File: src/bit_ops_defs.svh
// constants of the bit test, compare and decrement execution slice
`ifndef BIT_OPS_DEFS_SVH
`define BIT_OPS_DEFS_SVH
// status flag positions in the five-bit flag word
`define FLAG_C         0
`define FLAG_DC        1
`define FLAG_N         2
`define FLAG_OV        3
`define FLAG_Z         4
// accumulator flag positions
`define ACC_OA         0
`define ACC_OB         1
`define ACC_SA         2
`define ACC_SB         3
// reset and fixed values
`define ZERO_WORD      16'h0000
`define ONE_WORD       16'h0001
`define FLAGS_RESET    5'h00
`define ACC_RESET      4'h0
`define CALL_RESET     23'h000000
// cycle and word counts
`define CYC_ONE        2'h1
`define CYC_TWO        2'h2
`define CYC_THREE      2'h3
`define WORDS_ONE      2'h1
`define WORDS_TWO      2'h2
// decimal adjust constants
`define BCD_NIBBLE_MAX 4'h9
`define BCD_ADJ_LO     9'h006
`define BCD_ADJ_HI     9'h060
`endif

File: src/bit_ops_pkg.sv
// types of the bit test, compare and decrement execution slice
`default_nettype none
package bit_ops_pkg;
  typedef enum logic [4:0] {
    BIT_PROBE            = 5'h00,
    BIT_PROBE_THEN_FORCE = 5'h01,
    SKIP_IF_BIT_LOW      = 5'h02,
    SKIP_IF_BIT_HIGH     = 5'h03,
    SUB_CALL             = 5'h04,
    ZERO_FILL            = 5'h05,
    ZERO_FILL_ACCUM      = 5'h06,
    WATCHDOG_RESTART     = 5'h07,
    BIT_INVERT           = 5'h08,
    SUBTRACT_COMPARE     = 5'h09,
    ZERO_COMPARE         = 5'h0A,
    BORROW_COMPARE       = 5'h0B,
    SKIP_ON_EQUAL        = 5'h0C,
    SKIP_ON_GREATER      = 5'h0D,
    SKIP_ON_LESS         = 5'h0E,
    SKIP_ON_UNEQUAL      = 5'h0F,
    BCD_FIXUP            = 5'h10,
    SUBTRACT_ONE         = 5'h11
  } op_e;
  typedef enum logic {
    ST_IDLE = 1'b0,
    ST_HOLD = 1'b1
  } exec_state_e;
endpackage
`default_nettype wire

File: src/flag_subtractor.sv
// subtractor with carry, half carry, negative, signed wrap and zero flags
`include "bit_ops_defs.svh"
`default_nettype none
module flag_subtractor (
  input  wire logic [15:0] minuend,
  input  wire logic [15:0] subtrahend,
  input  wire logic        carry_in,
  output logic      [15:0] diff,
  output logic      [4:0]  flags
);
  logic [16:0] wide;
  logic [4:0]  low;

  // a - b - !carry_in as a + ~b + carry_in
  always_comb begin
    wide = {1'b0, minuend} + {1'b0, ~subtrahend} + {16'h0000, carry_in};
    low  = {1'b0, minuend[3:0]} + {1'b0, ~subtrahend[3:0]} + {4'h0, carry_in};
    diff = wide[15:0];
    flags             = `FLAGS_RESET;
    flags[`FLAG_C]    = wide[16];
    flags[`FLAG_DC]   = low[4];
    flags[`FLAG_N]    = wide[15];
    flags[`FLAG_OV]   = (minuend[15] != subtrahend[15]) && (wide[15] != minuend[15]);
    flags[`FLAG_Z]    = (wide[15:0] == `ZERO_WORD);
  end
endmodule
`default_nettype wire

File: src/bit_ops_exec.sv
// execution slice: bit tests, skips, call, clears, complement, compares, adjust, decrement
//
// Function
// [RULE1] skip_if_bit_low skips on selected bit zero, no flags, 1 or 2/3 cycles
// [RULE2] skip_if_bit_high skips on selected bit one, no flags, same cycle cost
// [RULE3] bit_probe reports selected bit into zero or carry, literal or register index
// [RULE4] bit_probe_then_force reports the bit, then sets it, in one cycle
// [RULE5] call: literal form two words two cycles, register form one word two cycles
// [RULE6] zero_fill writes 0x0000 to destination in one cycle, no flags
// [RULE7] accumulator clear is one cycle and updates both wrap and clamp flags
// [RULE8] watchdog_restart restarts watchdog, clears timeout and sleep flags; the slice only pulses WATCHDOG_RESTART_PULSE
// [RULE9] complement inverts source, writes destination, updates negative and zero only
// [RULE10] subtract_compare computes a minus b, no store, updates five arithmetic flags
// [RULE11] zero_compare subtracts 0x0000, no store, five arithmetic flags, one cycle
// [RULE12] borrow_compare computes a minus b minus not-carry, five arithmetic flags
// [RULE13] compare-and-skip on equal/greater/less/unequal, no flags, 1 or 2/3 cycles
// [RULE14] bcd_fixup corrects a binary sum to packed decimal, alters carry only
// [RULE15] subtract_one writes source minus one, updates five arithmetic flags
// [RULE16] zero variant sets zero when bit is 0; carry variant copies bit
`include "bit_ops_defs.svh"
`default_nettype none
module bit_ops_exec
  import bit_ops_pkg::*;
(
  input  wire logic        REF_CLK,
  input  wire logic        RESET_N,
  input  wire logic        OP_VALID,
  output logic             OP_READY,
  input  wire op_e         OP_CODE,
  input  wire logic        CARRY_VARIANT,
  input  wire logic        BIT_FROM_REG,
  input  wire logic        CALL_FROM_REG,
  input  wire logic        NEXT_TWO_WORD,
  input  wire logic        ACC_SEL,
  input  wire logic [3:0]  BIT_SEL,
  input  wire logic [15:0] OPERAND_A,
  input  wire logic [15:0] OPERAND_B,
  input  wire logic [22:0] CALL_LITERAL,
  input  wire logic [4:0]  FLAGS_IN,
  input  wire logic [3:0]  ACC_FLAGS_IN,
  output logic             DONE,
  output logic [15:0]      RESULT,
  output logic             RESULT_WRITE,
  output logic [4:0]       FLAGS,
  output logic [4:0]       FLAGS_WRITE,
  output logic [3:0]       ACC_FLAGS,
  output logic             ACC_FLAGS_WRITE,
  output logic             SKIP,
  output logic [1:0]       CYCLES,
  output logic             CALL_TAKEN,
  output logic [22:0]      CALL_TARGET,
  output logic [1:0]       CALL_WORDS,
  output logic             WATCHDOG_RESTART_PULSE
);

  localparam logic [4:0] ARITH_MASK = 5'h1F;
  localparam logic [4:0] NZ_MASK    = 5'h14;

  exec_state_e state;
  exec_state_e next_state;
  logic [1:0]  remain;
  logic [1:0]  next_remain;
  logic        next_done;
  logic [15:0] next_result;
  logic        next_result_write;
  logic [4:0]  next_flags;
  logic [4:0]  next_flags_write;
  logic [3:0]  next_acc_flags;
  logic        next_acc_flags_write;
  logic        next_skip;
  logic [1:0]  next_cycles;
  logic        next_call_taken;
  logic [22:0] next_call_target;
  logic [1:0]  next_call_words;
  logic        next_wdt;

  logic        accept;
  logic [3:0]  bit_index;
  logic [15:0] bit_mask;
  logic        probe_bit;
  logic [15:0] sub_b;
  logic        sub_cin;
  logic [15:0] sub_diff;
  logic [4:0]  sub_flags;
  logic [8:0]  bcd_first;
  logic [8:0]  bcd_second;
  logic        bcd_hi;
  logic        cmp_hit;
  logic [1:0]  skip_cycles;

  ////////////////////////////////////////////////////////////////////////////
  // operand steering

  assign OP_READY  = (state == ST_IDLE);
  assign accept    = OP_VALID && OP_READY;
  assign bit_index = BIT_FROM_REG ? OPERAND_B[3:0] : BIT_SEL; // see [RULE3]
  assign bit_mask  = `ONE_WORD << bit_index;
  assign probe_bit = OPERAND_A[bit_index];

  always_comb begin
    sub_b   = OPERAND_B;
    sub_cin = 1'b1;
    unique case (OP_CODE)
      BORROW_COMPARE: sub_cin = FLAGS_IN[`FLAG_C]; // see [RULE12]
      ZERO_COMPARE:   sub_b   = `ZERO_WORD;        // see [RULE11]
      SUBTRACT_ONE:   sub_b   = `ONE_WORD;         // see [RULE15]
      default:        sub_b   = OPERAND_B;         // see [RULE10]
    endcase
  end

  flag_subtractor flag_subtractor_i (
    .minuend    (OPERAND_A),
    .subtrahend (sub_b),
    .carry_in   (sub_cin),
    .diff       (sub_diff),
    .flags      (sub_flags)
  );

  // decimal adjust of the low byte
  always_comb begin
    bcd_first  = {1'b0, OPERAND_A[7:0]};
    if ((OPERAND_A[3:0] > `BCD_NIBBLE_MAX) || FLAGS_IN[`FLAG_DC]) begin
      bcd_first = {1'b0, OPERAND_A[7:0]} + `BCD_ADJ_LO;
    end
    bcd_hi     = (bcd_first[7:4] > `BCD_NIBBLE_MAX) || FLAGS_IN[`FLAG_C] || bcd_first[8];
    bcd_second = bcd_hi ? ({1'b0, bcd_first[7:0]} + `BCD_ADJ_HI) : {1'b0, bcd_first[7:0]};
  end

  // compare-and-skip conditions, signed
  always_comb begin
    unique case (OP_CODE)
      SKIP_ON_EQUAL:   cmp_hit = (OPERAND_A == OPERAND_B);
      SKIP_ON_GREATER: cmp_hit = ($signed(OPERAND_A) > $signed(OPERAND_B));
      SKIP_ON_LESS:    cmp_hit = ($signed(OPERAND_A) < $signed(OPERAND_B));
      SKIP_ON_UNEQUAL: cmp_hit = (OPERAND_A != OPERAND_B);
      default:         cmp_hit = 1'b0;
    endcase
  end

  assign skip_cycles = NEXT_TWO_WORD ? `CYC_THREE : `CYC_TWO;

  ////////////////////////////////////////////////////////////////////////////
  // next values

  always_comb begin
    next_state           = state;
    next_remain          = remain;
    next_done            = 1'b0;
    next_result          = RESULT;
    next_result_write    = 1'b0;
    next_flags           = FLAGS;
    next_flags_write     = `FLAGS_RESET;
    next_acc_flags       = ACC_FLAGS;
    next_acc_flags_write = 1'b0;
    next_skip            = 1'b0;
    next_cycles          = CYCLES;
    next_call_taken      = 1'b0;
    next_call_target     = CALL_TARGET;
    next_call_words      = CALL_WORDS;
    next_wdt             = 1'b0;
    unique case (state)
      ST_IDLE: begin
        if (accept) begin
          next_done   = 1'b1;
          next_cycles = `CYC_ONE;
          next_flags  = FLAGS_IN;
          unique case (OP_CODE)
            BIT_PROBE, BIT_PROBE_THEN_FORCE: begin
              if (CARRY_VARIANT) begin
                next_flags[`FLAG_C]       = probe_bit;  // see [RULE16]
                next_flags_write[`FLAG_C] = 1'b1;       // see [RULE3]
              end else begin
                next_flags[`FLAG_Z]       = !probe_bit; // see [RULE16]
                next_flags_write[`FLAG_Z] = 1'b1;       // see [RULE3]
              end
              if (OP_CODE == BIT_PROBE_THEN_FORCE) begin
                next_result       = OPERAND_A | bit_mask; // see [RULE4]
                next_result_write = 1'b1;
              end
            end
            SKIP_IF_BIT_LOW: begin
              next_skip   = !probe_bit;                          // see [RULE1]
              next_cycles = !probe_bit ? skip_cycles : `CYC_ONE; // see [RULE1]
            end
            SKIP_IF_BIT_HIGH: begin
              next_skip   = probe_bit;                          // see [RULE2]
              next_cycles = probe_bit ? skip_cycles : `CYC_ONE; // see [RULE2]
            end
            SKIP_ON_EQUAL, SKIP_ON_GREATER, SKIP_ON_LESS, SKIP_ON_UNEQUAL: begin
              next_skip   = cmp_hit;                          // see [RULE13]
              next_cycles = cmp_hit ? skip_cycles : `CYC_ONE; // see [RULE13]
            end
            SUB_CALL: begin
              next_call_taken  = 1'b1;
              next_cycles      = `CYC_TWO; // see [RULE5]
              next_call_target = CALL_FROM_REG ? {7'h00, OPERAND_A} : CALL_LITERAL;
              next_call_words  = CALL_FROM_REG ? `WORDS_ONE : `WORDS_TWO; // see [RULE5]
            end
            ZERO_FILL: begin
              next_result       = `ZERO_WORD; // see [RULE6]
              next_result_write = 1'b1;
            end
            ZERO_FILL_ACCUM: begin
              next_acc_flags = ACC_FLAGS_IN;
              if (ACC_SEL) begin
                next_acc_flags[`ACC_OB] = 1'b0; // see [RULE7]
                next_acc_flags[`ACC_SB] = 1'b0;
              end else begin
                next_acc_flags[`ACC_OA] = 1'b0; // see [RULE7]
                next_acc_flags[`ACC_SA] = 1'b0;
              end
              next_acc_flags_write = 1'b1;
            end
            WATCHDOG_RESTART: next_wdt = 1'b1; // see [RULE8]
            BIT_INVERT: begin
              next_result          = ~OPERAND_A;                // see [RULE9]
              next_result_write    = 1'b1;
              next_flags[`FLAG_N]  = !OPERAND_A[15];
              next_flags[`FLAG_Z]  = (OPERAND_A == 16'hFFFF);
              next_flags_write     = NZ_MASK;                   // see [RULE9]
            end
            SUBTRACT_COMPARE, ZERO_COMPARE, BORROW_COMPARE: begin
              next_flags       = sub_flags;  // see [RULE10] [RULE11] [RULE12]
              next_flags_write = ARITH_MASK;
            end
            SUBTRACT_ONE: begin
              next_result       = sub_diff; // see [RULE15]
              next_result_write = 1'b1;
              next_flags        = sub_flags;
              next_flags_write  = ARITH_MASK;
            end
            BCD_FIXUP: begin
              next_result               = {OPERAND_A[15:8], bcd_second[7:0]}; // see [RULE14]
              next_result_write         = 1'b1;
              next_flags[`FLAG_C]       = bcd_second[8] || bcd_first[8];
              next_flags_write[`FLAG_C] = 1'b1; // see [RULE14]
            end
            default: next_done = 1'b1;
          endcase
          next_remain = next_cycles - `CYC_ONE;
          if (next_remain != 2'h0) begin
            next_state = ST_HOLD;
          end
        end
      end
      ST_HOLD: begin
        next_remain = remain - 2'h1;
        if (remain == 2'h1) begin
          next_state = ST_IDLE;
        end
      end
    endcase
  end

  ////////////////////////////////////////////////////////////////////////////
  // registers

  always_ff @(posedge REF_CLK) begin
    if (!RESET_N) begin
      state                  <= ST_IDLE;
      remain                 <= 2'h0;
      DONE                   <= 1'b0;
      RESULT                 <= `ZERO_WORD;
      RESULT_WRITE           <= 1'b0;
      FLAGS                  <= `FLAGS_RESET;
      FLAGS_WRITE            <= `FLAGS_RESET;
      ACC_FLAGS              <= `ACC_RESET;
      ACC_FLAGS_WRITE        <= 1'b0;
      SKIP                   <= 1'b0;
      CYCLES                 <= `CYC_ONE;
      CALL_TAKEN             <= 1'b0;
      CALL_TARGET            <= `CALL_RESET;
      CALL_WORDS             <= `WORDS_ONE;
      WATCHDOG_RESTART_PULSE <= 1'b0;
    end else begin
      state                  <= next_state;
      remain                 <= next_remain;
      DONE                   <= next_done;
      RESULT                 <= next_result;
      RESULT_WRITE           <= next_result_write;
      FLAGS                  <= next_flags;
      FLAGS_WRITE            <= next_flags_write;
      ACC_FLAGS              <= next_acc_flags;
      ACC_FLAGS_WRITE        <= next_acc_flags_write;
      SKIP                   <= next_skip;
      CYCLES                 <= next_cycles;
      CALL_TAKEN             <= next_call_taken;
      CALL_TARGET            <= next_call_target;
      CALL_WORDS             <= next_call_words;
      WATCHDOG_RESTART_PULSE <= next_wdt;
    end
  end

  ////////////////////////////////////////////////////////////////////////////
  // checks

  AST_SKIP_LOW: assert property (@(posedge REF_CLK) disable iff (!RESET_N) // see [RULE1]
    accept && OP_CODE == SKIP_IF_BIT_LOW |=> SKIP == !$past(probe_bit) && FLAGS_WRITE == 5'h00)
    else $error("skip on low bit wrong");
  AST_SKIP_HIGH: assert property (@(posedge REF_CLK) disable iff (!RESET_N) // see [RULE2]
    accept && OP_CODE == SKIP_IF_BIT_HIGH && NEXT_TWO_WORD && probe_bit
    |=> SKIP && !OP_READY ##1 !OP_READY ##1 OP_READY)
    else $error("skip on high bit timing wrong");
  AST_PROBE_ZERO: assert property (@(posedge REF_CLK) disable iff (!RESET_N) // see [RULE16]
    accept && OP_CODE == BIT_PROBE && !CARRY_VARIANT
    |=> FLAGS[4] == !$past(probe_bit) && FLAGS_WRITE == 5'h10 && !RESULT_WRITE)
    else $error("zero flag probe wrong");
  AST_PROBE_FORCE: assert property (@(posedge REF_CLK) disable iff (!RESET_N) // see [RULE4]
    accept && OP_CODE == BIT_PROBE_THEN_FORCE && CARRY_VARIANT
    |=> RESULT == ($past(OPERAND_A) | $past(bit_mask)) && FLAGS[0] == $past(probe_bit))
    else $error("probe then force wrong");
  AST_CALL_TWO: assert property (@(posedge REF_CLK) disable iff (!RESET_N) // see [RULE5]
    accept && OP_CODE == SUB_CALL |=> CALL_TAKEN && !OP_READY ##1 OP_READY && !CALL_TAKEN)
    else $error("call not two cycles");
  AST_ZERO_FILL: assert property (@(posedge REF_CLK) disable iff (!RESET_N) // see [RULE6]
    accept && OP_CODE == ZERO_FILL |=> RESULT == 16'h0000 && RESULT_WRITE && FLAGS_WRITE == 5'h00)
    else $error("zero fill wrong");
  AST_INVERT: assert property (@(posedge REF_CLK) disable iff (!RESET_N) // see [RULE9]
    accept && OP_CODE == BIT_INVERT |=> RESULT == ~$past(OPERAND_A) && FLAGS_WRITE == 5'h14)
    else $error("complement wrong");
  AST_ZERO_CMP: assert property (@(posedge REF_CLK) disable iff (!RESET_N) // see [RULE11]
    accept && OP_CODE == ZERO_COMPARE |=> FLAGS[0] && !RESULT_WRITE && FLAGS_WRITE == 5'h1F)
    else $error("zero compare wrong");
  AST_DEC: assert property (@(posedge REF_CLK) disable iff (!RESET_N) // see [RULE15]
    accept && OP_CODE == SUBTRACT_ONE |=> RESULT == $past(OPERAND_A) - 16'h0001 && OP_READY)
    else $error("decrement wrong");
  AST_CMP_SKIP: assert property (@(posedge REF_CLK) disable iff (!RESET_N) // see [RULE13]
    accept && OP_CODE == SKIP_ON_EQUAL && OPERAND_A != OPERAND_B
    |=> !SKIP && CYCLES == 2'h1 && OP_READY)
    else $error("compare skip wrong");

endmodule
`default_nettype wire

File: config.mk
export PLATFORM = sky130hd
export DESIGN_NAME = bit_ops_exec
export DESIGN_NICKNAME = d
export VERILOG_FILES = /design/src/bit_ops_pkg.sv /design/src/flag_subtractor.sv /design/src/bit_ops_exec.sv
export VERILOG_INCLUDE_DIRS = /design/src
export SDC_FILE = /design/constraint.sdc
export NUM_CORES = 1
export LEC_CHECK = 0
export ABC_AREA = 0
export BUFFER_PORTS_ARGS = -buffer_cell sky130_fd_sc_hd__buf_4
export CORE_UTILIZATION = 45
export DETAILED_ROUTE_END_ITERATION = 16
export PLACE_DENSITY = 0.7
export SLEW_MARGIN = 20
export SYNTH_ARGS = -nofsm -noshare
export SYNTH_HDL_FRONTEND = slang
export SYNTH_SLANG_ARGS = --single-unit
File: constraint.sdc
create_clock -name REF_CLK -period 8.31 [get_ports REF_CLK]
set_input_delay 1.662 -clock REF_CLK [delete_from_list [all_inputs] [get_ports REF_CLK]]
set_output_delay 1.662 -clock REF_CLK [all_outputs]
set_load 0.01 [all_outputs]
Word-level counts from Yosys, hierarchy flattened

Index checks and enable logic that the tools add are counted.

Input bits: 81
Output and inout bits: 64
Register bits after elaboration: 66

$lt $le $gt $ge: 5
Shift operators: 1
Bitwise logic cells: 7
Mux-type cells: 48
Reductions and logical operators: 24
Add/sub/neg operators: 8
Equality and inequality tests: 25

Operators by type and width:

| kind                 | number |
|---|---|
| $pmux 16 s5          | 1 |
| $eq 5x4->1 const B   | 8 |
| $not 16->16          | 2 |
| $pmux 16 s2          | 1 |
| $mux 23              | 1 |
| $mux 1               | 21 |
| $eq 5x3->1 const B   | 4 |
| $mux 9               | 2 |
| $add 16x16->17       | 1 |
| $add 17x1->17        | 1 |
| $eq 16x16->1         | 1 |
| $eq 16x16->1 const B | 1 |
| $gt 16x16->1         | 1 |
| $logic_not 16->1     | 1 |
| $lt 16x16->1         | 1 |
| $mux 16              | 1 |
| $ne 16x16->1         | 1 |
| $or 16x16->16        | 1 |
| $shl 1x4->16 const A | 1 |
| $mux 2               | 7 |
| $reduce_or 4->1      | 3 |
| $eq 5x2->1 const B   | 2 |
| $eq 5x5->1 const B   | 2 |
| $pmux 1 s2           | 5 |
| 33 further kinds     | 48 |

Logic depth before layout (Yosys ltp)

Word-level depth: 12
Gate-level depth with buffers: 16
Mapped depth without buffers: 14

Cells and area by module

A second synthesis with hierarchy kept.

Cell total of the unflattened synthesis: 711
Area total of the unflattened synthesis: 5301.3 um^2

By module, submodules not included:

| module          | area each (um^2) | sequential area each (um^2) | cells an instance | times used |
|---|---|---|---|---|
| bit_ops_exec    | 4390.5           | 1301.2                      | 580               | 1 |
| flag_subtractor | 910.9            | 0.0                         | 131               | 1 |

Worst setup path before layout

Ideal clock, no wire load.

Kind: input to register
Start: in OP_CODE[3]
End: reg RESULT[10]
Stages on the path: 16
Setup time: 122 ps
Path slack: 3358 ps
Arrival: 4831 ps
Data required time: 8188 ps
Buffers on the path: 3
Cell sequence: clkbuf_1 > and4bb_2 > a31oi_1 > or2_2 > clkbuf_1 > clkbuf_1 > nand2_1 > fa_1 > a21oi_1 > a2bb2oi_1 > a21oi_1 > a21o_1 > a21oi_1 > xor2_1 > nor2_1 > o311a_1

Cells in the longest elaborated chain, start to end: 6
Elaborated cells between the ends (all ways): 18

Ends and longest elaborated chain:

| item                                            | RTL line                                 | RTL |
|---|---|---|
| from (decl)                                     | bit_ops_exec.sv:29                       | `input wire op_e OP_CODE,` |
| $eq 5x5->1 / $eq 5x4->1 (equally long branches) | bit_ops_exec.sv:103, bit_ops_exec.sv:167 |  |
| $pmux 16 s2                                     | bit_ops_exec.sv:103                      | `unique case (OP_CODE)` |
| $not 16->16                                     | flag_subtractor.sv:16                    | `wide = {1'b0, minuend} + {1'b0, ~subtrahend} + {16'h0000, carry_in};` |
| $add 16x16->17                                  | flag_subtractor.sv:16                    |  |
| $add 17x1->17                                   | flag_subtractor.sv:16                    |  |
| $pmux 16 s5                                     | bit_ops_exec.sv:167                      | `unique case (OP_CODE)` |
| to (signal assigned)                            | bit_ops_exec.sv:263                      | `` RESULT <= `ZERO_WORD; `` |
| to (signal assigned)                            | bit_ops_exec.sv:279                      | `RESULT <= next_result;` |
| to (decl)                                       | bit_ops_exec.sv:42                       | `output logic [15:0] RESULT,` |

Several ways; a longest one is shown, not always the timed one.
A chain may end at the register's enable or synchronous reset.

Final worst setup path

Start: in OP_CODE[1]
End: reg RESULT[10]

Same word-level chain as after synthesis.

==> run metrics <==
Tcrit/Tclk final between 50% and 60%; Antenna diodes 0; Async SR Flop Fraction 0%; setup TNS 0 ps; area leader, netlist dfxtp_1; RSZ-0062 raised after global routing false; vias per inst 6.04; I/O pin count about 150; Rows 39; Critical Path Source Type input pin; Die Span Y about 110 um; Initial Util between 40% and 50%; dpl hpwl 14,000 um; Resize count post-CTS 0; post-CTS setup buffer count 0; top_reg_cell synth dfxtp_1; synth unique cells between 60 and 70; worst path required time about 8500 ps; MaxCap Viol Count 0; Root Buffer Master clkbuf_16; initial antenna violation count 0; Worst-path clk slew around 60 ps; Rel. slew slack between 30% and 40%; first-pass GRT wire length 27,400 um; CTS Buf Count 9; RD Place Congestion ~0.95; initial DRC count roughly 590; Final Max Slew Viols 0; I/O Buffers 144; DIE WIDTH 110 um; final design utilization around 58%; core region area between 10,000 and 15,000 um2; GRT Util Overall around 30%; hold_buf cts 0; worst skew pair latency between 300 and 400 ps; Reg area roughly 1300 um2; # H-tree levels 3; CTS tree done; Synth top area share roughly 25%; Post-Place Setup Slack between 3000 and 4000 ps; #FFs+latches synth 65; Synth Warn # 0; minimum clock period about 4800 ps; outcome completed; die area around 12,000 um2; top post-synthesis cells by area dfxtp_1 25%, ha_1 8.1%, a21oi_1 6.0%, nor2_1 5.6%, mux2i_1 5.3%; setup slack after layout roughly 3500 ps; Least-Margin Pin Slew 1020 ps; vias in the first global route 5,277; peak supply drop ~0.16 mV; leakage just under 0.003 uW; Final setup viols 0; P&R area growth vs syn 26.1%; register area share after synthesis approximately a quarter; Crit Path Max Fanout 14; Synth Area per Inst 7.42 um2; crit path capture type register; Post-synth EDFFs 0; post-layout net count 940; cell area power density ~140 nW/um2; Fillers ~1,100; Vias ~6,000; DR pass1 iterations 5; Worst Hold Class register to register; share of layout cells above drive strength 1 21.5%; Arr. time, crit path 4990 ps; total grt overflow 0; Mapped Nets ~800; final wirelength 18,000 um; Worst Clk Skew 3.64 ps; Antenna Violating Nets Remaining 0; largest net degree at the start of global routing 42; Clock Sinks 65; final count of hold timing violations 0; max frequency between 0.2 and 0.25 GHz; clock buffer depth 2; Worst Setup Path Type input pin to register; multi-input logic area roughly 3600 um2; Syn Std Cell Area between 5000 and 6000 um2; Post-Synthesis Cells between 700 and 800; wire per inst approximately 19 um; final routed DRC violation total 0
logic make-up (layout without fill, tap and decap cells):
| logic type | count (synthesis) | in the layout | synth area share [%] |
|---|---|---|---|
| adder cells (fa/ha/maj) | 36 | 36 | 8.87 |
| XOR/XNOR | 22 | 22 | 3.67 |
| AO/OA/AOI/OAI | 195 | 195 | 24.1 |
| multiplexers | 32 | 32 | 6.27 |
| AND/OR/NAND/NOR | 283 | 283 | 26.6 |
| buffers and inverters | 74 | 195 | 5.70 |
| flip-flops | 65 | 65 | 24.8 |
per-layer routing:
layer | vias up | track usage [%] | wire [um]
li1 | 2815 | - | -
met1 | 2697 | 40.4 | 7740
met2 | 309 | 48.9 | 8140
met3 | 44 | 3.29 | 1660
met4 | 0 | 10.1 | 490
met5 | - | 0 | 0
final cells by class:
cell class	instances	share of cell area, %
sequential	65	19.7
clock inverter	6	0.529
inverter	32	1.82
clock buffer	10	3.46
timing repair buffer	147	16.7
tap	143	2.70
multi-input combinational	568	55.2
cell usage after synthesis (all sizes together) (12+ instances only):
library cell	n
ha	34
o21ai	36
inv	31
nor2	79
dfxtp	65
nand3	19
a21oi	63
clkbuf	32
a211oi	25
nor3	29
nand2	70
nand4	12
mux2i	28
nor2b	13
where the power goes:
part	total [uW]	leakage, uW	switching [uW]	internal (uW)
registers	328	0.000527	6.14	322
logic	292	0.00223	172	120
clock network	333	0.000128	134	199
total	953	0.00289	312	641
flip-flops by register name, indices dropped and copies added, names as in the netlist, 2 cells and up:
signal	flops
CALL_TARGET	23
RESULT	16
FLAGS	5
ACC_FLAGS	4
FLAGS_WRITE	4
CALL_WORDS	2
CYCLES	2
remain	2
worst paths after layout:
path | slack (ps) | cells after the start | startpoint | to
setup / recovery | 3540 | 15 | OP_CODE[1] | RESULT[10]$_SDFFE_PN0P_
setup reg to reg | 6080 | 6 | state$_SDFF_PN0_ | RESULT[8]$_SDFFE_PN0P_
hold reg to reg | 450 | 2 | CALL_TARGET[18]$_SDFFE_PN0P_ | CALL_TARGET[18]$_SDFFE_PN0P_
hold / removal | 450 | 2 | CALL_TARGET[18]$_SDFFE_PN0P_ | CALL_TARGET[18]$_SDFFE_PN0P_
critical path, cell delays in order:
cell and delay [ps]:
buf_4 150, nor3_1 400, a21oi_1 120, o21ai_0 340, fa_1 260, inv_1 60
fa_1 390, a21oi_1 210, a2bb2oi_1 280, a21oi_1 140, a21o_1 200, a21oi_1 170
xor2_1 220, nor2_1 70, o311a_1 330
per-stage QoR:
stage	cells	hold slack, ps	power [uW]	instance area (um2)
after floorplan	707	476	513	5250
after global placement	955	438	617	6350
after detailed placement	955	443	620	6350
after CTS	971	451	954	6620
after global routing	971	466	1000	6620
final	971	450	953	6620
layout by cell type (no fill, tap or decap), types with 3 or more instances in the layout:
| cell | synthesis | final |
|---|---|---|
| buf_4 | 2 | 147 |
| nor2_1 | 78 | 77 |
| nand2_1 | 70 | 70 |
| dfxtp_1 | 65 | 65 |
| a21oi_1 | 63 | 63 |
| o21ai_0 | 35 | 35 |
| ha_1 | 34 | 34 |
| inv_1 | 31 | 31 |
| nor3_1 | 29 | 29 |
| mux2i_1 | 28 | 28 |
| a211oi_1 | 24 | 24 |
| nand3_1 | 19 | 19 |
| nor2b_1 | 13 | 13 |
| nand4_1 | 12 | 12 |
| nand2b_1 | 11 | 11 |
| xnor2_1 | 11 | 11 |
| xor2_1 | 11 | 11 |
| nand3b_1 | 10 | 10 |
| o22ai_1 | 10 | 10 |
| nor4_1 | 9 | 9 |
| o211ai_1 | 9 | 9 |
| clkbuf_16 | 0 | 9 |
| nor3b_1 | 8 | 8 |
| and2_1 | 7 | 7 |
| a21o_1 | 6 | 6 |
| or2_2 | 5 | 5 |
| a221oi_1 | 5 | 5 |
| a2111oi_0 | 5 | 5 |
| o21a_1 | 4 | 4 |
| clkinv_2 | 0 | 4 |
| a31oi_1 | 3 | 3 |
| o311a_1 | 3 | 3 |
| mux2_2 | 3 | 3 |
| or3_1 | 3 | 3 |
| o31ai_1 | 3 | 3 |
| o41ai_1 | 3 | 3 |
Power figures use the tool's default switching activity.
